### src/mrz_pkg.sv
// Shared constants for the mode register zero decode block.
package mrz_pkg;

  // ---------------------------------------------------------------------------
  // Command encoding and address layout
  // ---------------------------------------------------------------------------
  localparam int ADDR_W = 16;
  localparam int BANK_W = 3;
  localparam int REG_W  = 19;
  localparam int COL_W  = 10;

  // Command codes carried on the command lines (chip select, row, column, write).
  localparam logic [3:0] CMD_NOP   = 4'h7;
  localparam logic [3:0] CMD_MRS   = 4'h0;
  localparam logic [3:0] CMD_READ  = 4'h5;
  localparam logic [3:0] CMD_WRITE = 4'h4;

  // Bank address that selects mode register zero.
  localparam logic [2:0] BANK_MRZ = 3'h0;

  // ---------------------------------------------------------------------------
  // Field positions of mode register zero
  // ---------------------------------------------------------------------------
  localparam int BL_LSB   = 0;
  localparam int BL_MSB   = 1;
  localparam int BT_BIT   = 3;
  localparam int CL_LSB   = 4;
  localparam int CL_MSB   = 6;
  localparam int CL2_BIT  = 2;
  localparam int DLL_BIT  = 8;
  localparam int WR_LSB   = 9;
  localparam int WR_MSB   = 11;
  localparam int PD_BIT   = 12;
  localparam int OTF_BIT  = 12;
  localparam logic [18:0] RSVD_MASK = 19'h4E080;
  localparam logic [18:0] RESET_VAL = 19'h00000;

  // Burst length field codes.
  localparam logic [1:0] BL_FIXED8 = 2'h0;
  localparam logic [1:0] BL_OTF    = 2'h1;
  localparam logic [1:0] BL_CHOP4  = 2'h2;

  // Write recovery codes for 5, 6, 7, 8, 10 and 12 cycles.
  localparam logic [2:0] WR_5  = 3'h1;
  localparam logic [2:0] WR_6  = 3'h2;
  localparam logic [2:0] WR_7  = 3'h3;
  localparam logic [2:0] WR_8  = 3'h4;
  localparam logic [2:0] WR_10 = 3'h5;
  localparam logic [2:0] WR_12 = 3'h6;

  // ---------------------------------------------------------------------------
  // Timing
  // ---------------------------------------------------------------------------
  localparam int BEATS        = 8;
  localparam int DLL_LOCK_CYC = 512;
  localparam int MRD_CYC      = 4;
  localparam int MOD_CYC      = 12;
  localparam int CL_MIN       = 5;
  localparam int CL_MAX       = 14;

endpackage : mrz_pkg

### src/mrz_if.sv
// Command and data link between the controller end and the device end.
`timescale 1ns/1ps
interface mrz_if;
  logic [3:0]  cmd;
  logic [2:0]  bank;
  logic [15:0] addr;
  logic        cke;
  logic        dq_oe;
  logic [2:0]  beat_col;
  logic        beat_valid;

  modport device (
    input  cmd,
    input  bank,
    input  addr,
    input  cke,
    output dq_oe,
    output beat_col,
    output beat_valid
  );

  modport ctrl (
    output cmd,
    output bank,
    output addr,
    output cke,
    input  dq_oe,
    input  beat_col,
    input  beat_valid
  );
endinterface : mrz_if

### src/mrz_order.sv
// Column order generator for one beat of a burst.
`timescale 1ns/1ps
module mrz_order (
  input  wire logic [2:0] start_col,
  input  wire logic [2:0] beat,
  input  wire logic       interleave,
  input  wire logic       is_write,
  output logic [2:0]      col
);

  // Reads keep the start nibble then the other; writes ignore low bits.
  always_comb begin
    if (is_write) begin
      col = {start_col[2] ^ beat[2], beat[1:0]};
    end else if (interleave) begin
      col = start_col ^ beat;
    end else begin
      col = {start_col[2] ^ beat[2], 2'(start_col[1:0] + beat[1:0])};
    end
  end

endmodule : mrz_order

### src/mrz_device.sv
// Device end: mode register zero capture and burst column sequencing.
// Notes on behaviour
// - Field 01 picks chop or eight by bit12.
// - Field 00 is eight, 10 is chop.
// - Bursts wrap inside aligned block of burst length.
// - Same burst length for reads and writes.
// - Order bit: 0 sequential, 1 interleaved.
// - Controller writes reserved bits as zero.
// - Sequential chop read: nibble modulo four, then tri-state.
// - Interleaved chop read: start XOR beat, then tri-state.
// - Sequential eight read: nibble, then other nibble.
// - Interleaved eight read: start XOR beat index.
// - Writes ignore low column bits, in order.
// - Chop starts internally when eight would.
// - DLL reset bit starts reset, then self-clears.
// - Controller waits 512 cycles before read after reset.
// - Controller programs write recovery from legal set.
// - Power-down bit 0 stops DLL, slow exit.
// - Power-down bit 1 keeps DLL, fast exit.
// - Read latency from field, 5 to 14.
// - Controller loads only when idle, respecting delays.
`timescale 1ns/1ps
module mrz_device (
  input  wire logic        clock,
  input  wire logic        rst_b,
  mrz_if.device            link,
  input  wire logic        pd_entry,
  output logic [18:0]      mode_reg_zero,
  output logic [3:0]       read_latency_cycles,
  output logic             dll_reset_pulse,
  output logic             dll_running,
  output logic             fixed_eight_beat_burst,
  output logic             burst_active,
  output logic             burst_is_write
);

  typedef enum logic [1:0] {MRZ_IDLE, MRZ_WAIT, MRZ_BURST} mrz_state_e;

  // ---------------------------------------------------------------------------
  // Register state
  // ---------------------------------------------------------------------------
  logic [18:0]     next_mode_reg_zero;
  logic            next_dll_reset_pulse;
  logic [3:0]      next_read_latency_cycles;
  mrz_state_e      state;
  mrz_state_e      next_state;
  logic [3:0]      wait_cnt;
  logic [3:0]      next_wait_cnt;
  logic [2:0]      beat;
  logic [2:0]      next_beat;
  logic [2:0]      start_col;
  logic [2:0]      next_start_col;
  logic            chop;
  logic            next_chop;
  logic            next_burst_is_write;
  logic            next_fixed_eight;
  logic            next_dll_running;
  logic [2:0]      col;
  logic            cmd_rw;
  logic            cmd_chop;
  logic [2:0]      cl_code;
  logic            pd_s1;
  logic            pd_s2;

  // ---------------------------------------------------------------------------
  // Mode capture and latency decode
  // ---------------------------------------------------------------------------

  // Decodes the latency code into whole cycles; half-cycle codes do not exist.
  // Code 1 gives five cycles, and the extra bit moves codes 0 to 2 up to 12 to 14.
  always_comb begin
    cl_code = mode_reg_zero[mrz_pkg::CL_MSB:mrz_pkg::CL_LSB];
    next_read_latency_cycles = 4'(int'(cl_code) + mrz_pkg::CL_MIN - 1);
    if (mode_reg_zero[mrz_pkg::CL2_BIT]) begin
      next_read_latency_cycles = 4'(int'(cl_code) + mrz_pkg::CL_MIN + 7);
    end
  end

  // Captures the register on a load to bank zero; the DLL reset bit self-clears.
  // A load that arrives while a burst is in flight is dropped, so the controller waits.
  always_comb begin
    next_mode_reg_zero   = mode_reg_zero;
    next_dll_reset_pulse = 1'b0;
    next_mode_reg_zero[mrz_pkg::DLL_BIT] = 1'b0;
    if (link.cmd == mrz_pkg::CMD_MRS && link.bank == mrz_pkg::BANK_MRZ && state == MRZ_IDLE) begin
      next_mode_reg_zero   = {3'h0, link.addr[15:0] & ~mrz_pkg::RSVD_MASK[15:0]};
      next_dll_reset_pulse = link.addr[mrz_pkg::DLL_BIT];
    end
  end

  // ---------------------------------------------------------------------------
  // Burst sequencing
  // ---------------------------------------------------------------------------

  // Length selection: chop comes from the field or from bit 12 in on-the-fly mode.
  always_comb begin
    cmd_rw = link.cke && ((link.cmd == mrz_pkg::CMD_READ) || (link.cmd == mrz_pkg::CMD_WRITE));
    case (mode_reg_zero[mrz_pkg::BL_MSB:mrz_pkg::BL_LSB])
      mrz_pkg::BL_FIXED8: cmd_chop = 1'b0;
      mrz_pkg::BL_CHOP4:  cmd_chop = 1'b1;
      mrz_pkg::BL_OTF:    cmd_chop = ~link.addr[mrz_pkg::OTF_BIT];
      default:            cmd_chop = 1'b0;
    endcase
  end

  // Burst sequencer: latency wait, then eight beat slots whether chopped or not.
  always_comb begin
    next_state          = state;
    next_wait_cnt       = wait_cnt;
    next_beat           = beat;
    next_start_col      = start_col;
    next_chop           = chop;
    next_burst_is_write = burst_is_write;
    case (state)
      MRZ_IDLE: begin
        if (cmd_rw) begin
          next_state          = MRZ_WAIT;
          next_wait_cnt       = (link.cmd == mrz_pkg::CMD_READ) ? read_latency_cycles : 4'h1;
          next_beat           = 3'h0;
          next_start_col      = link.addr[2:0];
          // Eight-beat writes always run from column 0; the start bits are ignored.
          if (link.cmd == mrz_pkg::CMD_WRITE && !cmd_chop) begin
            next_start_col = 3'h0;
          end
          next_chop           = cmd_chop;
          next_burst_is_write = (link.cmd == mrz_pkg::CMD_WRITE);
        end
      end
      MRZ_WAIT: begin
        next_wait_cnt = wait_cnt - 4'h1;
        if (wait_cnt <= 4'h1) begin
          next_state = MRZ_BURST;
        end
      end
      MRZ_BURST: begin
        next_beat = beat + 3'h1;
        if (beat == 3'h7) begin
          next_state = MRZ_IDLE;
        end
      end
      default: next_state = MRZ_IDLE;
    endcase
  end

  // ---------------------------------------------------------------------------
  // Beat outputs
  // ---------------------------------------------------------------------------

  // Column of the current beat inside the aligned block.
  mrz_order u_order (
    .start_col  (start_col),
    .beat       (beat),
    .interleave (mode_reg_zero[mrz_pkg::BT_BIT]),
    .is_write   (burst_is_write),
    .col        (col)
  );

  // Fixed-eight flag is the inverse of the latched chop; the DLL stops in power-down when the power-down bit is 0.
  always_comb begin
    next_fixed_eight = ~chop;
    next_dll_running = ~(pd_s2 && !mode_reg_zero[mrz_pkg::PD_BIT]);
  end

  // Beat slot outputs; a chop leaves its last four slots undriven.
  assign burst_active    = (state == MRZ_BURST);
  assign link.beat_valid = (state == MRZ_BURST) && !(chop && beat[2]);
  assign link.dq_oe      = link.beat_valid && !burst_is_write;
  assign link.beat_col   = col;

  // ---------------------------------------------------------------------------
  // State registers
  // ---------------------------------------------------------------------------

  // Registers all state; the power-down request is a pin and is synchronised.
  // Only the second synchroniser stage is read, so a metastable first stage never spreads.
  always_ff @(posedge clock) begin
    if (!rst_b) begin
      mode_reg_zero          <= mrz_pkg::RESET_VAL;
      dll_reset_pulse        <= 1'b0;
      read_latency_cycles    <= 4'(mrz_pkg::CL_MIN);
      state                  <= MRZ_IDLE;
      wait_cnt               <= 4'h0;
      beat                   <= 3'h0;
      start_col              <= 3'h0;
      chop                   <= 1'b0;
      burst_is_write         <= 1'b0;
      fixed_eight_beat_burst <= 1'b1;
      dll_running            <= 1'b1;
      pd_s1                  <= 1'b0;
      pd_s2                  <= 1'b0;
    end else begin
      mode_reg_zero          <= next_mode_reg_zero;
      dll_reset_pulse        <= next_dll_reset_pulse;
      read_latency_cycles    <= next_read_latency_cycles;
      state                  <= next_state;
      wait_cnt               <= next_wait_cnt;
      beat                   <= next_beat;
      start_col              <= next_start_col;
      chop                   <= next_chop;
      burst_is_write         <= next_burst_is_write;
      fixed_eight_beat_burst <= next_fixed_eight;
      dll_running            <= next_dll_running;
      pd_s1                  <= pd_entry;
      pd_s2                  <= pd_s1;
    end
  end

endmodule : mrz_device

### src/flat_wrapper.sv
// flat-port wrapper written by rule: the top's interface ports become plain ports
module mrz_device_flat 
  (clock, rst_b, pd_entry, mode_reg_zero, read_latency_cycles, dll_reset_pulse, dll_running, fixed_eight_beat_burst, burst_active, burst_is_write, link_cmd, link_bank, link_addr, link_cke, link_dq_oe, link_beat_col, link_beat_valid);
  mrz_if link_i ();
  input  wire logic clock;
  input  wire logic rst_b;
  input  wire logic pd_entry;
  output logic [18:0] mode_reg_zero;
  output logic [3:0] read_latency_cycles;
  output logic dll_reset_pulse;
  output logic dll_running;
  output logic fixed_eight_beat_burst;
  output logic burst_active;
  output logic burst_is_write;
  input wire logic [$bits(link_i.cmd)-1:0] link_cmd;
  input wire logic [$bits(link_i.bank)-1:0] link_bank;
  input wire logic [$bits(link_i.addr)-1:0] link_addr;
  input wire logic [$bits(link_i.cke)-1:0] link_cke;
  output wire logic [$bits(link_i.dq_oe)-1:0] link_dq_oe;
  output wire logic [$bits(link_i.beat_col)-1:0] link_beat_col;
  output wire logic [$bits(link_i.beat_valid)-1:0] link_beat_valid;
  assign link_i.cmd = link_cmd;
  assign link_i.bank = link_bank;
  assign link_i.addr = link_addr;
  assign link_i.cke = link_cke;
  assign link_dq_oe = link_i.dq_oe;
  assign link_beat_col = link_i.beat_col;
  assign link_beat_valid = link_i.beat_valid;
  mrz_device u_core (.clock(clock), .rst_b(rst_b), .link(link_i), .pd_entry(pd_entry), .mode_reg_zero(mode_reg_zero), .read_latency_cycles(read_latency_cycles), .dll_reset_pulse(dll_reset_pulse), .dll_running(dll_running), .fixed_eight_beat_burst(fixed_eight_beat_burst), .burst_active(burst_active), .burst_is_write(burst_is_write));
endmodule
### config.mk
export PLATFORM = sky130hd
export DESIGN_NAME = mrz_device_flat
export DESIGN_NICKNAME = d
export VERILOG_FILES = /design/src/mrz_pkg.sv /design/src/mrz_if.sv /design/src/mrz_order.sv /design/src/mrz_device.sv /design/src/flat_wrapper.sv
export SDC_FILE = /design/constraint.sdc
export NUM_CORES = 1
export LEC_CHECK = 0
export ABC_CLOCK_PERIOD_IN_PS = 4130
export BUFFER_PORTS_ARGS = -buffer_cell sky130_fd_sc_hd__buf_2
export CAP_MARGIN = 20
export CORE_ASPECT_RATIO = 1.25
export CORE_MARGIN = 2
export CORE_UTILIZATION = 52
export CTS_CLUSTER_DIAMETER = 80
export CTS_CLUSTER_SIZE = 14
export DETAILED_ROUTE_END_ITERATION = 7
export HOLD_SLACK_MARGIN = 0.15
export PLACE_DENSITY = 0.84
export SLEW_MARGIN = 25
export SYNTH_ARGS = -nofsm -noshare
export SYNTH_HDL_FRONTEND = slang
export SYNTH_SLANG_ARGS = --single-unit
### constraint.sdc
create_clock -name clock -period 4.13 [get_ports clock]
set_input_delay 0.413 -clock clock [delete_from_list [all_inputs] [get_ports clock]]
set_output_delay 0.413 -clock clock [all_outputs]
set_load 0.03 [all_outputs]
==> key figures, run 1 <==
Run status
  • Status: finished, final reports clean

Global route
  • Pin count of the biggest net entering global routing: 33
  • Antenna violations before repair: 0
  • Grt total ovfl: 0
  • GRT Util Overall: 20.0%
  • First-pass GRT wire length: 5.17 mm
  • Vias in the first global route: 1,250

Synthesis
  • Area leader, netlist: dfxtp_1
  • Post-Syn Instances: 187
  • Synth Area per Inst: 8.60 µm²
  • Synthesized area: 1610 µm²
  • Yosys cell types: 34
  • Register area share after synthesis: 42.3%
  • Most used DFF post-synth: dfxtp_1
  • #FFs+latches synth: 34
  • Ys async rst share: 0%
  • Yosys warning total: 0
  • Number of synthesized flops with an enable pin: 0
  • Ranking of synthesized cells by area: dfxtp_1, ha_1, buf_4
  • Post-synth top area share: 42.3%

Power
  • Sw power: 0.153 mW
  • PD cells: 315 nW/µm²
  • Net Sw Frac: 25.9%
  • P_leak: 0.890 nW
  • Internal power: 0.437 mW
  • Comb power frac: 10.3%
  • Max IR drop VDD: 0.000256 V
  • Sequential share of power: 57.3%
  • Clk pwr share: 32.3%

Finish
  • Area Growth Syn to Fin: 16.4%
  • Reg area: 681 µm²
  • Layout cell share with drive strength beyond 1: 27.6%
  • Ant. Diodes: 0
  • Final net count: 266
  • Fillcell total: 251
  • Area of the multi-input gates: 813 µm²
  • Final Instance Count excl. Fillers: 268

Floorplan
  • # IOs: 60
  • Die X: 53.8 µm
  • # rows: 22
  • Die ar.: 3560 µm²
  • Die Y: 66.2 µm
  • Starting density of the core: 54.6%
  • Core Area: 2950 µm²

Route
  • Final wirelength: 3.09 mm
  • Vias/cell: 5.15
  • DRT antenna net count: 0
  • DR WL/cell: 11.5 µm
  • Residual DRC count: 0
  • Vias: 1,379
  • Initial drt markers: 28
  • First-pass DRT Iterations: 4

Clock network
  • Clock-pin slew of the registers on the worst-case setup and hold paths: 0.10 ns
  • CTS H-Tree Depth: 2
  • Clk root buf: clkbuf_4
  • Clk sinks: 34
  • Clock latency on the worst-skew pair: 0.34 ns
  • Post-cts resize count: 0
  • CTS buffer count: 5
  • TritonCTS clock tree: yes
  • CTS Hold Bufs: 0
  • Max clock buf depth: 2
  • Postcts setup bufs: 0

STA
  • Final Skew: 0.00880 ns
  • Unrepaired setup endpoints after global routing: false
  • Tcrit/Tclk final: 48.3%
  • Slew Limit Fails: 0
  • Final Critical Period: 1.99 ns
  • Worst hold slack: 0.277 ns
  • Hold Violations, Final: 0
  • Setup-failing EPs final: 0
  • Worst-Margin Slew: 0.814 ns
  • Peak Freq: 501 MHz
  • Slew margin rel.: 45.6%
  • Setup TNS: 0 ns

Job
  • Max-Cap Viols: 0

Critical path
  • CP Buf/Inv Count: 1
  • Worst Reg-to-Reg Cells: 3
  • CP startpoint kind: register
  • Crit-path max cell delay: 0.40 ns
  • Delay-heaviest family, CP: flip-flops
  • Critical Path, Cell by Cell: ha_1 > nor2b_1 > xnor2_1 > nor2_1 > xor2_1 > buf_2
  • Critical path class: register to output port
  • Crit end category: output port
  • Critical Path RT: 3.72 ns
  • Critical-path top delay cell: dfxtp_1
  • Stages on worst setup path: 6
  • CP max FO: 5
  • CP Data Arrival Time: 1.58 ns

Placement
  • Cell Count Post-Placement: 260
  • IO buf count: 48
  • HPWL Detailed: 2.25 mm
  • RePlAce Congestion: 0.808

Min path
  • WHS Path Cells: 2
  • HP Class: input port to register
[metal layers]
metal | vias to the layer above | track usage (%) | share of wire, %
met5 | - | 0 | 0
met4 | 0 | 13.1 | 2.9
met3 | 8 | 4.30 | 6.9
met2 | 48 | 32.9 | 48
met1 | 621 | 22.4 | 42
li1 | 702 | - | -
[final cells by class]
class | count | share of cell area, %
sequential | 34 | 36.3
tap | 36 | 2.40
timing repair buffer | 48 | 12.8
clock inverter | 1 | 0.267
multi-input combinational | 133 | 43.4
clock buffer | 7 | 2.94
inverter | 9 | 1.80
[synth_stat cells, types with 3 or more instances]
cell      number
dfxtp_1       34
nand2_1       20
nor2_1        19
a21oi_1       13
nand3_1       13
buf_4         10
inv_1          9
o21ai_0        9
ha_1           8
nand2b_1       7
clkbuf_1       5
o31ai_1        4
mux2i_1        3
xnor2_1        3
xor2_1         3
[through the flow]
step,instance area [µm²],power (mW),worst slack (ns),utilization [%]
after floorplan,1630,0.392,2.13,-
after global placement,1810,0.405,2.07,61.6
after detailed placement,1810,0.407,2.09,61.6
after CTS,1870,0.594,2.11,63.6
after global routing,1870,0.613,2.01,63.6
final,1870,0.590,2.14,63.6
[kinds of logic after synthesis]
logic type	after synthesis	share of synthesized area, %
adders and majority gates	8	6.22
buffers and inverters	26	8.55
muxes	4	2.57
AOI/OAI and AO/OA	34	13.1
xor gates and xnor gates	6	3.27
other	1	0.233
and+or+nand+nor	74	23.7
DFF	34	42.3
[registers in the layout, indices dropped and copies added (netlist names)]
name,count
u_core.beat,3
u_core.burst_is_write,1
u_core.chop,1
u_core.dll_running,1
u_core.fixed_eight_beat_burst,1
u_core.mode_reg_zero,12
u_core.pd_s1,1
u_core.pd_s2,1
u_core.read_latency_cycles,4
u_core.start_col,3
u_core.state,2
u_core.wait_cnt,4
[power by group through the flow]
| stage | registers (mW) | clock network (mW) | logic [mW] |
|---|---|---|---|
| final | 0.338 | 0.191 | 0.0610 |
| after floorplan | 0.348 | 0 | 0.0441 |
| after CTS | 0.338 | 0.194 | 0.0612 |
| after global routing | 0.339 | 0.206 | 0.0681 |
| after global placement | 0.346 | 0 | 0.0595 |
| after detailed placement | 0.346 | 0 | 0.0608 |
[cells in the final DEF, fill, tap and decap left out, drive strengths merged, types with 3 or more instances in the layout]
master and count:
ha 8, and2 3, buf 48, a21oi 13
nand2 20, inv 9, xnor2 3, o21ai 9
nor3 3, mux2i 3, o31ai 4, nor2 19
nand2b 7, clkbuf 7, conb 7, nand3 13
dfxtp 34, xor2 3
[worst paths after layout]
check / slack (ns) / to / from
worst max-delay path: 2.14 / link_beat_col[1] / u_core.beat[0]$_SDFFE_PN0P_
worst min-delay path: 0.28 / u_core.pd_s1$_SDFF_PN0_ / pd_entry
worst max register to register: 2.26 / u_core.mode_reg_zero[0]$_SDFFE_PN0P_ / u_core.state[1]$_SDFFE_PN0P_
worst min register to register: 0.40 / u_core.dll_running$_SDFF_PN1_ / u_core.pd_s2$_SDFF_PN0_
No activity file was read; power rests on OpenSTA's default activity.
==> run 2: changes to the inputs <==
- ABC_CLOCK_PERIOD_IN_PS: 4130 -> 1720
- CORE_UTILIZATION: 52 -> 44
- PLACE_DENSITY: 0.84 -> 0.75
- clock period: 4.13 -> 1.72 ns (I/O delays scaled with it)
==> run 2 against run 1 <==
Final area increased by 9.9%. Critical endpoint unchanged. Clock-buffer cell count unchanged. Register-to-register slack got worse by 2.0 ns. Critical path depth unchanged. Hold slack got worse by 0.11 ns. First-iteration DRC count increased by 18%.
==> key figures, run 2 (synthesis gave the netlist of run 1 again) <==
Run status
  • Status: finished, final reports clean

Finish
  • Area Growth Syn to Fin: 27.9%
  • Final net count: 279
  • Layout cell share with drive strength beyond 1: 29.8%
  • Commonest cells after routing, fill and taps aside: buf_2, dfxtp_1, nand2_1
  • Fillcell total: 326
  • Max reg flops: 12
  • Biggest register: u_core.mode_reg_zero
  • Biggest regs: u_core.mode_reg_zero: 12 flops, u_core.read_latency_cycles: 4 flops, u_core.wait_cnt: 4 flops
  • Ant. Diodes: 0
  • Final instance area: 2060 µm²
  • Commonest non-fill, non-tap cell in the layout: buf_2

Critical path
  • Worst Reg-to-Reg Cells: 5
  • CP Data Arrival Time: 1.49 ns
  • Critical Path RT: 1.55 ns
  • Crit end category: output port
  • Worst r2r dst: u_core.read_latency_cycles[3]$_SDFF_PN0_
  • FF-to-FF setup slack: 0.24 ns
  • CP startpoint kind: register
  • CP max FO: 5
  • Critical path class: register to output port
  • R2R Path Start: u_core.mode_reg_zero[4]$_SDFFE_PN0P_
  • CP startpoint: u_core.beat[0]$_SDFFE_PN0P_

Global route
  • Antenna violations before repair: 0
  • GRT Util Overall: 18.0%
  • Pin count of the biggest net entering global routing: 25
  • Grt total ovfl: 0
  • Vias in the first global route: 1,373
  • First-pass GRT wire length: 5.72 mm

Route
  • Vias/cell: 5.00
  • Final wirelength: 3.45 mm
  • Residual DRC count: 0
  • Initial drt markers: 33
  • DRT antenna net count: 0
  • Vias: 1,420
  • DR WL/cell: 12.1 µm
  • First-pass DRT Iterations: 5

STA
  • Final Skew: 0.00526 ns
  • Tcrit/Tclk final: 96.6%
  • Hold Violations, Final: 0
  • Final Critical Period: 1.66 ns
  • Slew Limit Fails: 0
  • Unrepaired setup endpoints after global routing: true
  • Setup-failing EPs final: 0
  • Peak Freq: 602 MHz

Power
  • Sequential share of power: 51.7%
  • PD cells: 764 nW/µm²
  • Clk pwr share: 37.6%
  • P_leak: 0.956 nW
  • Tot Pwr: 1.57 mW
  • Sw power: 0.382 mW
  • Net Sw Frac: 24.3%
  • Internal power: 1.19 mW
  • Comb power frac: 10.7%
  • Max IR drop VDD: 0.000683 V

Clock network
  • Clock-pin slew of the registers on the worst-case setup and hold paths: 0.07 ns
  • Clk sinks: 34
  • Clock latency on the worst-skew pair: 0.28 ns
  • Clk root buf: clkbuf_8
  • CTS buffer count: 5
  • CTS H-Tree Depth: 2
  • TritonCTS clock tree: yes
  • Max clock buf depth: 2

Placement
  • RePlAce Congestion: 0.840
  • Placed Area: 1840 µm²
  • IO buf count: 48
  • HPWL Detailed: 2.38 mm

Min path
  • HP Class: input port to register
  • Hold worst-path end: u_core.start_col[2]$_SDFFE_PN0P_
  • WHS Path Cells: 3
  • Hold Path Origin: link_addr[2]

Floorplan
  • # IOs: 60
  • Core Area: 3480 µm²
  • Die Y: 71.6 µm
  • Starting density of the core: 46.2%
  • Die ar.: 4160 µm²
  • # rows: 24
  • Die X: 58.1 µm

Job
  • Max-Cap Viols: 0
[run 2: cell count changes in the layout (fill, tap and decap cells not counted)]
cell | previous run | this run
dlygate4sd3_1 | 0 | 9
buf_2 | 48 | 47
clkbuf_4 | 5 | 0
ha_1 | 8 | 7
dfxtp_4 | 0 | 1
dfxtp_2 | 0 | 1
ha_4 | 0 | 1
nor2b_2 | 0 | 1
clkbuf_8 | 1 | 6
nor2b_1 | 2 | 0
nor2b_4 | 0 | 1
dfxtp_1 | 34 | 32
buf_4 | 0 | 5
[run 2: layer usage]
metal / GRT usage [%] / share of wire (%) / up-vias
met5: 0 / 0 / -
li1: - / - / 735
met4: 7.75 / 1.5 / 0
met2: 30.8 / 53 / 37
met1: 20.6 / 41 / 642
met3: 5.05 / 5.3 / 6
[run 2: what timing repair did]
item / in CTS / in global routing
setup endpoints to repair: 1 / 2
pin swaps: 0 / 4
gates resized for setup: 1 / 7
endpoints found under the hold margin: 9 / 0
setup buffers: 0 / 1
hold buffers: 9 / 0
[run 2: cell type report]
| type | count | area (µm²) | share of cell area (%) |
|---|---|---|---|
| Clock inverter | 1 | 5.00 | 0.243 |
| Clock buffer | 7 | 86.3 | 4.19 |
| Multi-Input combinational cell | 133 | 836 | 40.6 |
| Tap cell | 39 | 48.8 | 2.37 |
| Inverter | 9 | 33.8 | 1.64 |
| Timing Repair Buffer | 61 | 363 | 17.6 |
| Sequential cell | 34 | 686 | 33.3 |
[run 2: how the worst max path moves through the flow]
| stage | to | slack (ns) |
|---|---|---|
| finish | link_beat_col[1] | 0.06 |
| global route | link_beat_col[1] | -0.04 |
| CTS | link_beat_col[1] | 0.02 |
| detailed placement | u_core.read_latency_cycles[3]$_SDFF_PN0_ | 0.23 |
| global placement | u_core.read_latency_cycles[3]$_SDFF_PN0_ | 0.27 |
| floorplan | link_dq_oe | 0.06 |
[run 2: power by group through the flow]
stage / combinational, mW / clock [mW] / sequential [mW]
3_5_place_dp: 0.148 / 0 / 0.831
4_1_cts: 0.165 / 0.607 / 0.813
2_1_floorplan: 0.106 / 0 / 0.835
5_1_grt: 0.186 / 0.653 / 0.815
6_report: 0.168 / 0.591 / 0.813
3_3_place_gp: 0.147 / 0 / 0.831
[run 2: worst max-delay path, cell delays in order, from the launching register on]
cell and delay, ns:
dfxtp_4 0.37, ha_4 0.16, nor2b_4 0.12, xnor2_1 0.12, nor2_1 0.12, xor2_1 0.15, buf_4 0.18
[run 2: stage by stage]
stage          TNS (ns)  setup WS [ns]  hold WS (ns)  util [%]  cells
4_1_cts               0         0.0192         0.152      58.2    283
5_1_grt         -0.0362        -0.0362         0.176      59.1    284
3_5_place_dp          0          0.234         0.384      52.9    266
6_report              0         0.0588         0.164      59.1    284
2_1_floorplan         0         0.0582         0.295         -    193
3_3_place_gp          0          0.271         0.370      52.9    266
==> run 3: changes to the inputs <==
- ABC_CLOCK_PERIOD_IN_PS: 1720 -> default
- CTS_CLUSTER_SIZE: 14 -> 30
- GPL_TIMING_DRIVEN: default -> 0
==> run 3 against run 2 <==
Die area unchanged. Highest routed layer unchanged. Fmax down 0.18%. Register-to-register slack worse by 0.06 ns. Clock power up 2%. Non-clock buffer count up 15. Sequential power about the same.
==> key figures, run 3 (synthesis gave the netlist of run 1 again) <==
Critical path
  • Worst r2r dst: u_core.read_latency_cycles[3]$_SDFF_PN0_
  • R2R Path Start: u_core.mode_reg_zero[4]$_SDFFE_PN0P_
  • Worst Reg-to-Reg Cells: 5
  • CP Data Arrival Time: 1.49 ns
  • CP startpoint kind: register
  • CP max FO: 3
  • Crit end category: output port
  • Critical path class: register to output port
  • Critical Path RT: 1.55 ns
  • FF-to-FF setup slack: 0.18 ns

Finish
  • Ant. Diodes: 0
  • Final net count: 294
  • Commonest cells after routing, fill and taps aside: buf_2, dfxtp_1, nand2_1
  • Final Instance Count excl. Fillers: 299
  • Layout cell share with drive strength beyond 1: 32.3%
  • Biggest register: u_core.mode_reg_zero
  • Biggest regs: u_core.mode_reg_zero: 12 flops, u_core.read_latency_cycles: 4 flops, u_core.wait_cnt: 4 flops
  • Max reg flops: 12
  • Area Growth Syn to Fin: 33.9%
  • Commonest non-fill, non-tap cell in the layout: buf_2

Placement
  • HPWL Detailed: 2.63 mm
  • RePlAce Congestion: 0.835
  • Cell Count Post-Placement: 280
  • IO buf count: 48

Min path
  • HP Class: input port to register
  • Hold worst-path end: u_core.start_col[2]$_SDFFE_PN0P_
  • Hold Path Origin: link_addr[2]
  • WHS Path Cells: 3

Floorplan
  • Core Area: 3480 µm²
  • # IOs: 60
  • Die X: 58.1 µm
  • Starting density of the core: 46.2%
  • Die ar.: 4160 µm²
  • Die Y: 71.6 µm
  • # rows: 24

STA
  • Slew Limit Fails: 0
  • Final Critical Period: 1.66 ns
  • Setup-failing EPs final: 0
  • Hold Violations, Final: 0
  • Tcrit/Tclk final: 96.8%
  • Final Skew: 0.00671 ns
  • Setup TNS: 0 ns
  • Unrepaired setup endpoints after global routing: true
  • Peak Freq: 601 MHz

Route
  • Final wirelength: 3.57 mm
  • Residual DRC count: 0
  • First-pass DRT Iterations: 4
  • Vias/cell: 4.89
  • DRT antenna net count: 0
  • DR WL/cell: 11.9 µm
  • Vias: 1,461
  • Initial drt markers: 33

Clock network
  • Clk sinks: 34
  • CTS H-Tree Depth: 2
  • Clock-pin slew of the registers on the worst-case setup and hold paths: 0.07 ns
  • Clock latency on the worst-skew pair: 0.29 ns
  • CTS buffer count: 5
  • Max clock buf depth: 2
  • TritonCTS clock tree: yes
  • Clk root buf: clkbuf_8

Job
  • Max-Cap Viols: 0

Global route
  • Antenna violations before repair: 0
  • Grt total ovfl: 0
  • First-pass GRT wire length: 5.79 mm
  • GRT Util Overall: 18.0%
  • Pin count of the biggest net entering global routing: 11
  • Vias in the first global route: 1,370

Power
  • P_leak: 1.01 nW
  • Max IR drop VDD: 0.000701 V
  • PD cells: 742 nW/µm²

Run status
  • Status: finished, final reports clean
==> run 3: routing by layer <==
metal	vias up	share of wire, %	GRT usage, %
met4	0	1.6	6.20
met5	-	0	0
li1	760	-	-
met2	40	52	32.2
met3	7	5.2	4.69
met1	654	41	20.3
==> run 3: cell type report <==
type | count | area, µm²
Fill cell | 306 | 1330
Multi-Input combinational cell | 133 | 843
Sequential cell | 34 | 686
Timing Repair Buffer | 59 | 348
Buffer | 17 | 104
Clock buffer | 7 | 86.3
Tap cell | 39 | 48.8
Inverter | 9 | 33.8
Clock inverter | 1 | 5.00
==> run 3: worst max-delay path: stages, from the launching register on <==
cell and delay (ns):
dfxtp_4 0.36, ha_4 0.15, nor2b_4 0.12, xnor2_2 0.12
nor2_1 0.12, xor2_1 0.15, buf_4 0.18
==> run 3: worst max path at each step <==
stage          cells after the start                                  endpoint  slack, ns                                 start
3_5_place_dp                       5  u_core.read_latency_cycles[3]$_SDFF_PN0_       0.17  u_core.mode_reg_zero[4]$_SDFFE_PN0P_
4_1_cts                            6                          link_beat_col[1]      0.008           u_core.beat[0]$_SDFFE_PN0P_
5_1_grt                            6                          link_beat_col[1]      -0.05           u_core.beat[0]$_SDFFE_PN0P_
6_report                           6                          link_beat_col[1]       0.06           u_core.beat[0]$_SDFFE_PN0P_
2_1_floorplan                      3                                link_dq_oe       0.06          u_core.state[0]$_SDFFE_PN0P_
3_3_place_gp                       5  u_core.read_latency_cycles[3]$_SDFF_PN0_       0.23  u_core.mode_reg_zero[4]$_SDFFE_PN0P_
==> run 3: what timing repair did <==
action | in CTS | in global routing
setup buffers | 0 | 2
hold endpoints to repair | 9 | 0
hold buffers | 9 | 0
setup endpoints to repair | 1 | 1
pin swaps | 0 | 3
resized for setup | 1 | 8
==> run 3: where the power goes <==
part | total [mW] | leakage [nW] | switching, mW | internal, mW
Sequential | 0.813 | 0.277 | 0.0133 | 0.800
Combinational | 0.184 | 0.689 | 0.103 | 0.0806
Clock | 0.601 | 0.0482 | 0.278 | 0.323
==> run 3: stage by stage <==
step	hold slack (ns)	power (mW)	area (µm²)	setup WS, ns	utilization, %
CTS	0.154	1.61	2110	0.00818	60.5
finish	0.165	1.60	2150	0.0558	61.9
floorplan	0.295	0.942	1630	0.0582	-
global placement	0.371	0.992	1920	0.228	55.2
detailed placement	0.384	0.994	1920	0.167	55.2
global route	0.169	1.67	2150	-0.0479	61.9
